===== src/hw/can_rxbuf_consts.svh =====
`ifndef CAN_RXBUF_CONSTS_SVH
`define CAN_RXBUF_CONSTS_SVH
// Word indices on the register bus (byte address = index * 4)
`define RB_IDX_CTRL0 4'h0
`define RB_IDX_CTRL1 4'h1
`define RB_IDX_IDH0 4'h2
`define RB_IDX_IDL0 4'h3
`define RB_IDX_EIDH0 4'h4
`define RB_IDX_EIDL0 4'h5
`define RB_IDX_IDH1 4'h6
`define RB_IDX_IDL1 4'h7
`define RB_IDX_EIDH1 4'h8
`define RB_IDX_EIDL1 4'h9
`define RB_IDX_LEN0 4'ha
`define RB_IDX_LEN1 4'hb
`define RB_IDX_MODE 4'hc
`define RB_IDX_IRQ 4'hd
// Control register field positions
`define RB_FULL_BIT 7
`define RB_MODE_HI_BIT 6
`define RB_MODE_LO_BIT 5
`define RB_RTR_M0_BIT 3
`define RB_RTR_M12_BIT 5
`define RB_DBEN_BIT 2
`define RB_JUMP_OFFSET_SELECT_BIT 1
// Identifier low field positions, then the length clamp and the control reset value
`define RB_EXT_BIT 3
`define RB_SRR_BIT 4
`define RB_LEN_MAX 4'h8
`define RB_CTRL_RESET 8'h00
`endif


===== src/hw/can_rxbuf_pkg.sv =====
package can_rxbuf_pkg;
  typedef enum logic [1:0] {
    ACC_ALL_VALID,
    ACC_STD_ONLY,
    ACC_EXT_ONLY,
    ACC_EVERYTHING
  } accept_mode_t;
  typedef enum logic [1:0] {
    OP_MODE0,
    OP_MODE1,
    OP_MODE2,
    OP_MODE_RSVD
  } op_mode_t;
endpackage : can_rxbuf_pkg


===== src/hw/can_receive_buffer_regs.sv =====
`timescale 1ns/1ps
`include "can_rxbuf_consts.svh"
module can_receive_buffer_regs
  import can_rxbuf_pkg::*;
(
  // Clock and reset
  input wire logic clk_i,
  input wire logic rst_i,
  // Wishbone slave
  input wire logic wb_cyc_i,
  input wire logic wb_stb_i,
  input wire logic wb_we_i,
  input wire logic [5:0] wb_adr_i,
  input wire logic [3:0] wb_sel_i,
  input wire logic [31:0] wb_dat_i,
  output logic [31:0] wb_dat_o,
  output logic wb_ack_o,
  output logic wb_err_o,
  // Frame from protocol engine
  input wire logic rx_valid_i,
  input wire logic rx_ok_i,
  input wire logic rx_ext_i,
  input wire logic rx_rtr_i,
  input wire logic [28:0] rx_ident_i,
  input wire logic [3:0] rx_len_i,
  input wire logic rx_hit_i,
  input wire logic [4:0] rx_hit_idx_i,
  input wire logic rx_hit_ext_en_i,
  // Status
  output logic buffer0_receive_irq_flag_o,
  output logic rx_dropped_o
);

  // Per-buffer and shared stored state
  logic [1:0] buffer_full_flag;
  logic [1:0] mode_hi;
  logic [1:0] mode_lo;
  logic overflow_to_second_buffer_en;
  logic [1:0] remote_request_seen;
  logic [1:0] extended_frame_flag;
  logic [28:0] ident [2];
  logic [3:0] payload_length_code [2];
  logic [4:0] matching_filter_index [2];
  logic [1:0] op_mode;
  logic irq0;
  logic dropped;
  logic [1:0] next_full;
  logic [1:0] next_mode_hi;
  logic [1:0] next_mode_lo;
  logic next_dben;
  logic [1:0] next_rtr;
  logic [1:0] next_ext;
  logic [28:0] next_ident [2];
  logic [3:0] next_len [2];
  logic [4:0] next_hit [2];
  logic [1:0] next_op_mode;
  logic next_irq0;
  logic next_dropped;
  logic [31:0] next_dat;
  logic next_ack;
  logic next_err;

  op_mode_t opm;
  assign opm = op_mode_t'(op_mode);

  // Acceptance decision for buffer n under the current mode settings
  function automatic logic accepts(input logic hi, input logic lo, input op_mode_t m,
                                   input logic ok, input logic hit, input logic ext,
                                   input logic fext);
    logic a;
    a = 1'b0;
    if (m == OP_MODE0) begin
      case (accept_mode_t'({hi, lo}))
        ACC_EVERYTHING: a = 1'b1;
        ACC_EXT_ONLY: a = ok && hit && ext && fext;
        ACC_STD_ONLY: a = ok && hit && !ext && !fext;
        ACC_ALL_VALID: a = ok && hit && (ext == fext);
        default: a = 1'b0;
      endcase
    end else begin
      a = hi ? 1'b1 : (ok && hit);
    end
    return a;
  endfunction : accepts

  // Control register image for buffer n
  function automatic logic [7:0] ctrl_image(input int n, input op_mode_t m, input logic full,
                                            input logic hi, input logic lo, input logic rtr,
                                            input logic dben, input logic [4:0] hit);
    logic [7:0] v;
    v = 8'h00;
    v[`RB_FULL_BIT] = full;
    v[`RB_MODE_HI_BIT] = hi;
    if (m == OP_MODE0) begin
      v[`RB_MODE_LO_BIT] = lo;
      v[`RB_RTR_M0_BIT] = rtr;
      if (n == 0) begin
        v[`RB_DBEN_BIT] = dben;
        v[`RB_JUMP_OFFSET_SELECT_BIT] = dben;
        v[0] = hit[0];
      end else begin
        v[2:0] = hit[2:0];
      end
      // Bit 4 left zero in mode 0
    end else begin
      v[`RB_RTR_M12_BIT] = rtr;
      v[4:0] = hit;
    end
    return v;
  endfunction : ctrl_image

  logic acc0;
  logic acc1;
  logic to0;
  logic to1;
  logic req;
  logic [3:0] idx;
  logic [1:0] sel;

  always_comb begin
    acc0 = accepts(mode_hi[0], mode_lo[0], opm, rx_ok_i, rx_hit_i, rx_ext_i, rx_hit_ext_en_i);
    acc1 = accepts(mode_hi[1], mode_lo[1], opm, rx_ok_i, rx_hit_i, rx_ext_i, rx_hit_ext_en_i);
    // In mode 0 filters 0/1 belong to buffer 0, 2 and above to buffer 1
    if (opm == OP_MODE0) begin
      to0 = rx_valid_i && (mode_hi[0] && mode_lo[0] ? 1'b1 : rx_hit_idx_i < 5'h02) && acc0;
      // One frame lands in one buffer only, even when both would accept it
      to1 = rx_valid_i && !to0 && ((mode_hi[1] && mode_lo[1]) ? 1'b1 : (rx_hit_idx_i >= 5'h02)) && acc1;
      if (to0 && buffer_full_flag[0] && overflow_to_second_buffer_en) begin
        to1 = 1'b1;
        to0 = 1'b0;
      end
    end else begin
      to0 = rx_valid_i && acc0;
      to1 = rx_valid_i && !to0 && acc1;
    end
    if (to0 && buffer_full_flag[0]) begin
      to0 = 1'b0;
    end
    if (to1 && buffer_full_flag[1]) begin
      to1 = 1'b0;
    end
  end

  assign req = wb_cyc_i && wb_stb_i && !wb_ack_o && !wb_err_o;
  assign idx = wb_adr_i[5:2];
  assign sel = {to1, to0};

  always_comb begin
    next_full = buffer_full_flag;
    next_mode_hi = mode_hi;
    next_mode_lo = mode_lo;
    next_dben = overflow_to_second_buffer_en;
    next_rtr = remote_request_seen;
    next_ext = extended_frame_flag;
    next_ident = ident;
    next_len = payload_length_code;
    next_hit = matching_filter_index;
    next_op_mode = op_mode;
    next_irq0 = irq0;
    next_dropped = dropped;
    next_dat = 32'h0000_0000;
    next_ack = 1'b0;
    next_err = 1'b0;
    if (req) begin
      next_ack = idx <= `RB_IDX_IRQ;
      next_err = idx > `RB_IDX_IRQ;
      if (wb_we_i && wb_sel_i[0]) begin
        case (idx)
          `RB_IDX_CTRL0, `RB_IDX_CTRL1: begin
            // Full flag is clear-only from software
            if (!wb_dat_i[`RB_FULL_BIT]) begin
              next_full[idx[0]] = 1'b0;
            end
            next_mode_hi[idx[0]] = wb_dat_i[`RB_MODE_HI_BIT];
            if (opm == OP_MODE0) begin
              next_mode_lo[idx[0]] = wb_dat_i[`RB_MODE_LO_BIT];
              if (idx == `RB_IDX_CTRL0) begin
                next_dben = wb_dat_i[`RB_DBEN_BIT];
              end
            end
          end
          `RB_IDX_MODE: next_op_mode = wb_dat_i[1:0];
          `RB_IDX_IRQ: begin
            if (wb_dat_i[0]) begin
              next_irq0 = 1'b0;
            end
            if (wb_dat_i[1]) begin
              next_dropped = 1'b0;
            end
          end
          default: begin
          end
        endcase
      end
      case (idx)
        `RB_IDX_CTRL0: next_dat[7:0] = ctrl_image(0, opm, buffer_full_flag[0], mode_hi[0], mode_lo[0],
                                                 remote_request_seen[0], overflow_to_second_buffer_en,
                                                 matching_filter_index[0]);
        `RB_IDX_CTRL1: next_dat[7:0] = ctrl_image(1, opm, buffer_full_flag[1], mode_hi[1], mode_lo[1],
                                                 remote_request_seen[1], 1'b0, matching_filter_index[1]);
        `RB_IDX_IDH0, `RB_IDX_IDH1: begin
          next_dat[7:0] = extended_frame_flag[idx[2]] ? ident[idx[2]][28:21] : ident[idx[2]][10:3];
        end
        `RB_IDX_IDL0, `RB_IDX_IDL1: begin
          next_dat[7:5] = extended_frame_flag[idx[2]] ? ident[idx[2]][20:18] : ident[idx[2]][2:0];
          next_dat[`RB_SRR_BIT] = !extended_frame_flag[idx[2]] && remote_request_seen[idx[2]];
          next_dat[`RB_EXT_BIT] = extended_frame_flag[idx[2]];
          next_dat[1:0] = extended_frame_flag[idx[2]] ? ident[idx[2]][17:16] : 2'b00;
        end
        `RB_IDX_EIDH0: next_dat[7:0] = extended_frame_flag[0] ? ident[0][15:8] : 8'h00;
        `RB_IDX_EIDH1: next_dat[7:0] = extended_frame_flag[1] ? ident[1][15:8] : 8'h00;
        `RB_IDX_EIDL0: next_dat[7:0] = extended_frame_flag[0] ? ident[0][7:0] : 8'h00;
        `RB_IDX_EIDL1: next_dat[7:0] = extended_frame_flag[1] ? ident[1][7:0] : 8'h00;
        `RB_IDX_LEN0: next_dat[3:0] = payload_length_code[0];
        `RB_IDX_LEN1: next_dat[3:0] = payload_length_code[1];
        `RB_IDX_MODE: next_dat[1:0] = op_mode;
        `RB_IDX_IRQ: next_dat[1:0] = {dropped, irq0};
        default: next_dat = 32'h0000_0000;
      endcase
    end
    // Message store wins over a same-cycle software clear
    for (int n = 0; n < 2; n++) begin
      if (sel[n]) begin
        next_full[n] = 1'b1;
        next_rtr[n] = rx_rtr_i;
        next_ext[n] = rx_ext_i;
        next_ident[n] = rx_ext_i ? rx_ident_i : {18'h00000, rx_ident_i[10:0]};
        next_len[n] = (rx_len_i > `RB_LEN_MAX) ? `RB_LEN_MAX : rx_len_i;
        next_hit[n] = rx_hit_idx_i;
      end
    end
    if (sel[0] || next_full[0]) begin
      next_irq0 = 1'b1;
    end
    if (rx_valid_i && (acc0 || acc1) && sel == 2'b00) begin
      next_dropped = 1'b1;
    end
  end

  always_ff @(posedge clk_i) begin
    if (rst_i) begin
      buffer_full_flag <= 2'b00;
      mode_hi <= 2'b00;
      mode_lo <= 2'b00;
      overflow_to_second_buffer_en <= 1'b0;
      remote_request_seen <= 2'b00;
      extended_frame_flag <= 2'b00;
      ident <= '{default: 29'h0000_0000};
      payload_length_code <= '{default: 4'h0};
      matching_filter_index <= '{default: 5'h00};
      op_mode <= 2'b00;
      irq0 <= 1'b0;
      dropped <= 1'b0;
      wb_dat_o <= 32'h0000_0000;
      wb_ack_o <= 1'b0;
      wb_err_o <= 1'b0;
    end else begin
      buffer_full_flag <= next_full;
      mode_hi <= next_mode_hi;
      mode_lo <= next_mode_lo;
      overflow_to_second_buffer_en <= next_dben;
      remote_request_seen <= next_rtr;
      extended_frame_flag <= next_ext;
      ident <= next_ident;
      payload_length_code <= next_len;
      matching_filter_index <= next_hit;
      op_mode <= next_op_mode;
      irq0 <= next_irq0;
      dropped <= next_dropped;
      wb_dat_o <= next_dat;
      wb_ack_o <= next_ack;
      wb_err_o <= next_err;
    end
  end

  assign buffer0_receive_irq_flag_o = irq0;
  assign rx_dropped_o = dropped;

endmodule : can_receive_buffer_regs


===== config.mk =====
export PLATFORM = sky130hd
export DESIGN_NAME = can_receive_buffer_regs
export DESIGN_NICKNAME = d
export VERILOG_FILES = /design/src/hw/can_rxbuf_pkg.sv /design/src/hw/can_receive_buffer_regs.sv
export VERILOG_INCLUDE_DIRS = /design/src /design/src/hw
export SDC_FILE = /design/constraint.sdc
export NUM_CORES = 1
export LEC_CHECK = 0
export ABC_AREA = 1
export BUFFER_PORTS_ARGS = -buffer_cell sky130_fd_sc_hd__buf_2
export CELL_PAD_IN_SITES_DETAIL_PLACEMENT = 0
export CELL_PAD_IN_SITES_GLOBAL_PLACEMENT = 1
export CORE_MARGIN = 8
export CORE_UTILIZATION = 37
export CTS_CLUSTER_DIAMETER = 30
export DETAILED_ROUTE_END_ITERATION = 10
export PLACE_DENSITY_LB_ADDON = 0.1
export SYNTH_ARGS = -nofsm -noshare
export SYNTH_HDL_FRONTEND = slang
export SYNTH_SLANG_ARGS = --single-unit

===== constraint.sdc =====
create_clock -name clk_i -period 1.9 [get_ports clk_i]
set_clock_uncertainty 0.05 [all_clocks]
set_input_delay 0.19 -clock clk_i [delete_from_list [all_inputs] [get_ports clk_i]]
set_output_delay 0.19 -clock clk_i [all_outputs]
set_load 0.02 [all_outputs]

==> key figures, run 1 <==
Synth
  • Count of state elements after synthesis: 101
  • Post-synth EDFFs: 0
  • Mean Syn Cell Area: between 6 and 7 sq um
  • Synth cell types: 31
  • Sequential area share after synthesis: between 30% and 40%
  • Main flop type after synthesis: dfxtp_1
  • Cell Area, Synth: 0.00514 sq mm
  • Yosys warns: 0
  • Syn Inst Count: 780
  • Asr flop ratio synth: 0%

Critical path
  • CP startpoint: op_mode[1]
  • Worst Reg-to-Reg Cells: 13
  • Crit path launch type: flop
  • Worst setup EP type: flop
  • Launch point of the worst reg-to-reg path: op_mode[1]
  • Req. time, crit path: approximately 2.1 ns
  • CP max FO: 10
  • Critical path type: flop to flop
  • Critical path data arrival time: around 2.1 ns

Timing
  • Final Cycle Share: 95.5%
  • Fmax: about 0.55 GHz
  • Final Hold Viols: 0
  • Endpoints failing setup: 0
  • Final worst-path setup slack: about 0.085 ns
  • RSZ-0062 raised after global routing: yes
  • Slew Limit Fails: 0
  • Period minus WS final: ~1.8 ns

Floorplan
  • Die Height: 134 microns
  • Starting Density: a little under two fifths
  • Die ar.: 0.0179 sq mm
  • I/O Pins: approximately 130
  • Core region area: roughly 0.014 sq mm
  • FP Rows: 43
  • Die Span X: 134 microns

CTS
  • CTS clk-pin slew, worst paths: about 0.08 ns
  • Clk_lat worst skew: 0.35 ns
  • Cts-stage hold buffer count: 0
  • CTS tree: done
  • Clock sink total: 101
  • Num CTS Buffers: 9
  • Root Driver: clkbuf_16
  • Clock Tree Buf Depth: 2
  • Htree depth: 3

Place
  • PortBufs: 71
  • Post-Place Worst Slack: -0.0198 ns
  • RD Place Congestion: 0.877
  • HPWL after detailed placement: around 13000 microns
  • Placed insts: 1029

Detailed routing
  • Routed vias: 5206
  • DR WL/cell: around 17 microns
  • Vias per cell: 4.96
  • Post-route ant nets: 0
  • Final wirelength: 17800 microns
  • DRC: 0
  • DRT Pass-1 Iters: 5
  • DR iter-0 viols: ~430

Cells and area
  • Final net count: 955
  • Area Growth Syn to Fin: 23.8%
  • Inserted Diodes: 0
  • Layout Cells excl Fill: 1049
  • Fillers: 1464
  • Layout cells sized above 1: 20.3%
  • Layout Utilization: around 46%

Power and ir drop
  • Static leakage: 2.95 nW
  • VDD IR max: between 0.4 and 0.5 mV
  • Power Density: 748 mW/mm^2
  • Overall power: 4.76 mW

Min path
  • Hold Path Cell Cnt: 3
  • Min-delay src: wb_dat_i[2]
  • Hold Path Class: input port to flop

Global route
  • GRT overflow: 0
  • First-pass GRT wire length: 27600 microns
  • Initial antenna violation count: 0
  • Total Routing Usage GR: between 10% and 20%
  • Largest net degree at the start of global routing: 60
  • Vias in the first global route: a little under 5000

Flow run
  • Max cap viols: 0

Status
  • Status: complete, no violations
-- metal layers --
layer | vias to the layer above | part of all wire (%) | track usage (%)
met3 | 17 | 7.7 | 3.66
met4 | 0 | 1.7 | 6.11
met5 | - | 0 | 0
li1 | 2650 | - | -
met2 | 201 | 42 | 28.7
met1 | 2338 | 49 | 28.5
-- layout by cell type (no fill, tap or decap), types with 7 or more instances in the layout --
cell and instances:
nand3b_1 18, nor3_1 8, clkbuf_16 10, nand2_1 155, nor2_1 107, o22ai_1 7
dfxtp_1 98, nand4_1 7, o21ai_0 63, nand3_1 33, buf_6 8, o21ai_1 14
nor2_2 26, a21oi_1 58, conb_1 24, inv_1 78, buf_4 24, buf_2 71
buf_12 7
-- registers in the layout (all words and copies together), names as in the netlist --
name	count
wb_dat_o	8
wb_err_o	1
remote_request_seen	2
mode_lo	2
buffer_full_flag	2
extended_frame_flag	2
wb_ack_o	1
matching_filter_index	10
ident	58
mode_hi	2
payload_length_code	8
rx_dropped_o	1
overflow_to_second_buffer_en	1
buffer0_receive_irq_flag_o	1
op_mode	2
-- critical path: stages, from the launching register on --
cell and delay [ns]:
dfxtp_4 0.38, nor2_4 0.06, nand2_2 0.08, nor2_2 0.04, nor2_2 0.11, nand3_2 0.12, nor2_2 0.14, nor2_2 0.06
nor2_4 0.17, nand2_4 0.11, inv_8 0.10, buf_12 0.15, nor2_1 0.04, nor2_1 0.11
-- report_power, final --
group          switching, mW  internal, mW  total, mW
Sequential            0.0361          2.16       2.20
Combinational          0.346         0.198      0.545
Clock                  0.857          1.16       2.02
Total                   1.24          3.52       4.76
-- repair_timing --
action,in CTS,in global routing
gates cloned,0,2
pin swaps,0,20
endpoints found under the setup margin,53,77
buffers inserted,0,3
gates resized for setup,3,63
-- final timing paths --
path,end,slack [ns]
setup / recovery,ident[2],0.08
hold / removal,overflow_to_second_buffer_en,0.008
setup reg to reg,ident[2],0.08
hold reg to reg,payload_length_code[6],0.40
-- cell usage after synthesis, types with 2 or more instances --
cell / number / area (sq um)
nand2_1: 162 / 608
nor2_1: 133 / 499
dfxtp_1: 101 / 2020
inv_1: 81 / 304
o21ai_0: 66 / 330
a21oi_1: 60 / 300
nand3_1: 34 / 170
buf_4: 28 / 210
clkbuf_1: 18 / 67.6
nand3b_1: 18 / 135
buf_2: 15 / 75.1
o21ai_1: 12 / 60.1
nor3_1: 8 / 40.0
nand4_1: 7 / 43.8
o22ai_1: 7 / 43.8
a211oi_1: 4 / 30.0
mux2i_1: 3 / 30.0
o2111ai_1: 3 / 26.3
a221oi_1: 2 / 17.5
a22o_1: 2 / 17.5
inv_2: 2 / 7.51
nor2_2: 2 / 12.5
nor4_1: 2 / 12.5
o211ai_1: 2 / 15.0
o31ai_1: 2 / 15.0
-- cell families (layout without fill, tap and decap cells) --
kind of cell | count (synthesis) | count (layout) | synth area share (%)
compound gates | 162 | 162 | 16.9
mux | 3 | 3 | 0.584
simple gates | 369 | 369 | 30.2
flops | 101 | 101 | 39.3
buf+inv | 144 | 210 | 12.9
other cells | 1 | 24 | 0.0730
-- area by class of cell --
cell class	count	area (sq um)	area share, %
multi-input cells	558	2680	42.1
flip-flops and latches	101	2030	31.9
repair buffers	111	791	12.4
inverters	83	319	5.01
clock buffers	9	225	3.54
well taps	180	225	3.54
clock inverters	7	97.6	1.53
-- stage by stage --
stage	hold WS, ns	area (sq um)	setup TNS, ns
5_1_grt	0.0127	6360	-2.37
4_1_cts	0.00176	6130	0
6_report	0.00776	6360	0
3_5_place_dp	0.383	5800	-0.139
2_1_floorplan	0.209	5230	0
3_3_place_gp	0.362	5800	-0.00794
Power figures use the tool's default switching activity.
==> inputs of run 2 (changes only) <==
--- a/config.mk
+++ b/config.mk
@@ -11,7 +11,8 @@
 export CELL_PAD_IN_SITES_DETAIL_PLACEMENT = 0
 export CELL_PAD_IN_SITES_GLOBAL_PLACEMENT = 1
 export CORE_MARGIN = 8
-export CORE_UTILIZATION = 37
+export CORE_UTILIZATION = 38
+export CTS_BUF_LIST = sky130_fd_sc_hd__clkbuf_4 sky130_fd_sc_hd__clkbuf_8
 export CTS_CLUSTER_DIAMETER = 30
 export DETAILED_ROUTE_END_ITERATION = 10
 export PLACE_DENSITY_LB_ADDON = 0.1
==> key figures, run 2 (same netlist as run 1, synthesis figures left out) <==
Cells and area
  • Highest-count cells in the layout ignoring fill and taps: nand2_1, nor2_1, dfxtp_1
  • Fillers: 1427
  • Layout cells sized above 1: between 10% and 20%
  • Layout Cells excl Fill: approximately 1100
  • Area Growth Syn to Fin: 24.6%
  • Largest regs: ident: 58 flops, matching_filter_index: 10 flops
  • Largest Register: ident
  • Max FFs per register: slightly below 60
  • Final net count: 974
  • Commonest non-fill, non-tap cell in the layout: nand2_1
  • Inserted Diodes: 0

Global route
  • Total Routing Usage GR: between 10% and 20%
  • Vias in the first global route: around 5000
  • Largest net degree at the start of global routing: 61
  • First-pass GRT wire length: roughly 27000 microns
  • GRT overflow: 0
  • Initial antenna violation count: 0

Critical path
  • Worst Reg-to-Reg Cells: 13
  • CP max FO: 5
  • Launch point of the worst reg-to-reg path: op_mode[1]
  • Crit path launch type: input port
  • Slowest CP cell: dlygate4sd3_1
  • Worst setup EP type: flop
  • Cells along the critical path: dlygate4sd3_1, buf_2, nor2_1, nand3_2, a21oi_2, nand2_1, nand2_2, nand3_4, buf_8, clkbuf_16, nand3b_1, nand2_1, nor2_1
  • Critical path type: input port to flop
  • FF-to-FF End: ident[7]
  • R2r setup slk: 0.07 ns
  • Max incr delay on CP: roughly 0.55 ns
  • Critical path data arrival time: 2.11 ns
  • Req. time, crit path: 2.17 ns

Detailed routing
  • Vias per cell: approximately 5.0
  • DR iter-0 viols: 482
  • DRT Pass-1 Iters: 5
  • DR WL/cell: about 17 microns
  • Final wirelength: 17900 microns
  • Routed vias: 5332
  • Post-route ant nets: 0
  • DRC: 0

Timing
  • Final Cycle Share: 96.6%
  • Slew Limit Fails: 0
  • Period minus WS final: 1.84 ns
  • Fmax: 0.545 GHz
  • Hold_ws: 0.0216 ns
  • RSZ-0062 raised after global routing: yes
  • Final Hold Viols: 0
  • Endpoints failing setup: 0

Place
  • RD Place Congestion: 0.883
  • PortBufs: 71
  • Placed insts: 1036
  • HPWL after detailed placement: 13200 microns

CTS
  • CTS clk-pin slew, worst paths: 0.09 ns
  • Clk_lat worst skew: 0.38 ns
  • Num CTS Buffers: 9
  • CTS tree: done
  • Clock sink total: 101
  • Root Driver: clkbuf_8
  • Htree depth: 3
  • Clock Tree Buf Depth: 2

Floorplan
  • FP Rows: 42
  • Starting Density: approximately two fifths
  • Die Height: 132 microns
  • I/O Pins: 127
  • Die Span X: around 130 microns
  • Core region area: 0.0132 sq mm
  • Die ar.: 0.0175 sq mm

Flow run
  • Max cap viols: 0

Power and ir drop
  • VDD IR max: 0.356 mV
  • Power Density: 673 mW/mm^2
  • Static leakage: ~3.0 nW

Min path
  • Hold Path Class: input port to flop
  • WHS Endpoint: ident[31]
  • Hold Path Cell Cnt: 3
  • Min-delay src: rx_ident_i[2]

Status
  • Status: complete, no violations
## run 2: how the worst max path moves through the flow
stage | startpoint | to | slack [ns]
final | rx_hit_idx_i[3] | ident[7] | 0.06
after detailed placement | op_mode[0] | ident[4] | -0.03
after floorplan | op_mode[0] | extended_frame_flag[1] | 0.29
after global routing | op_mode[1] | ident[2] | -0.07
after global placement | extended_frame_flag[0] | wb_dat_o[3] | -0.10
after CTS | op_mode[0] | ident[8] | 0.02
## run 2: per-stage QoR
stage / area, sq um / util, % / setup slack (ns) / setup TNS [ns] / power, mW
final: 6400 / 48.4 / 0.0639 / 0 / 4.31
after CTS: 6210 / 46.9 / 0.0209 / 0 / 4.31
after floorplan: 5230 / - / 0.292 / 0 / 2.58
after global placement: 5900 / 44.6 / -0.102 / -0.249 / 2.75
after global routing: 6400 / 48.4 / -0.0705 / -0.912 / 4.49
after detailed placement: 5900 / 44.6 / -0.0337 / -0.415 / 2.75
## run 2: critical path: cells and delay by family
| family | cells | cell delay, ns |
|---|---|---|
| simple gates | 8 | 0.75 |
| compound gates | 1 | 0.16 |
| buf+inv | 4 | 1.01 |
## run 2: timing repair
item	CTS	global route
gates resized for setup	3	32
endpoints found under the hold margin	11	0
hold buffers	8	0
gates cloned	0	4
setup endpoints to repair	34	82
setup buffers	0	0
pin swaps	0	9
## run 2: report_power, final
part / switching (mW) / internal [mW]
Clock: 0.797 / 0.758
Combinational: 0.346 / 0.212
Sequential: 0.0322 / 2.16
## run 2: layout make-up
class                           count  area, sq um  share of cell area, %
Tap cell                          176          220                   3.44
Sequential cell                   101         2030                   31.7
Clock inverter                      6         86.3                   1.35
Multi-Input combinational cell    558         2620                   40.9
Inverter                           83          317                   4.94
Clock buffer                       10          131                   2.05
Timing Repair Buffer              130         1000                   15.6
## run 2: layer usage
layer / vias to the layer above / part of all wire [%] / global-route usage, %
met1: 2432 / 48 / 28.1
met5: - / 0 / 0
li1: 2678 / - / -
met2: 203 / 43 / 28.7
met3: 19 / 8.0 / 4.08
met4: 0 / 1.6 / 6.31
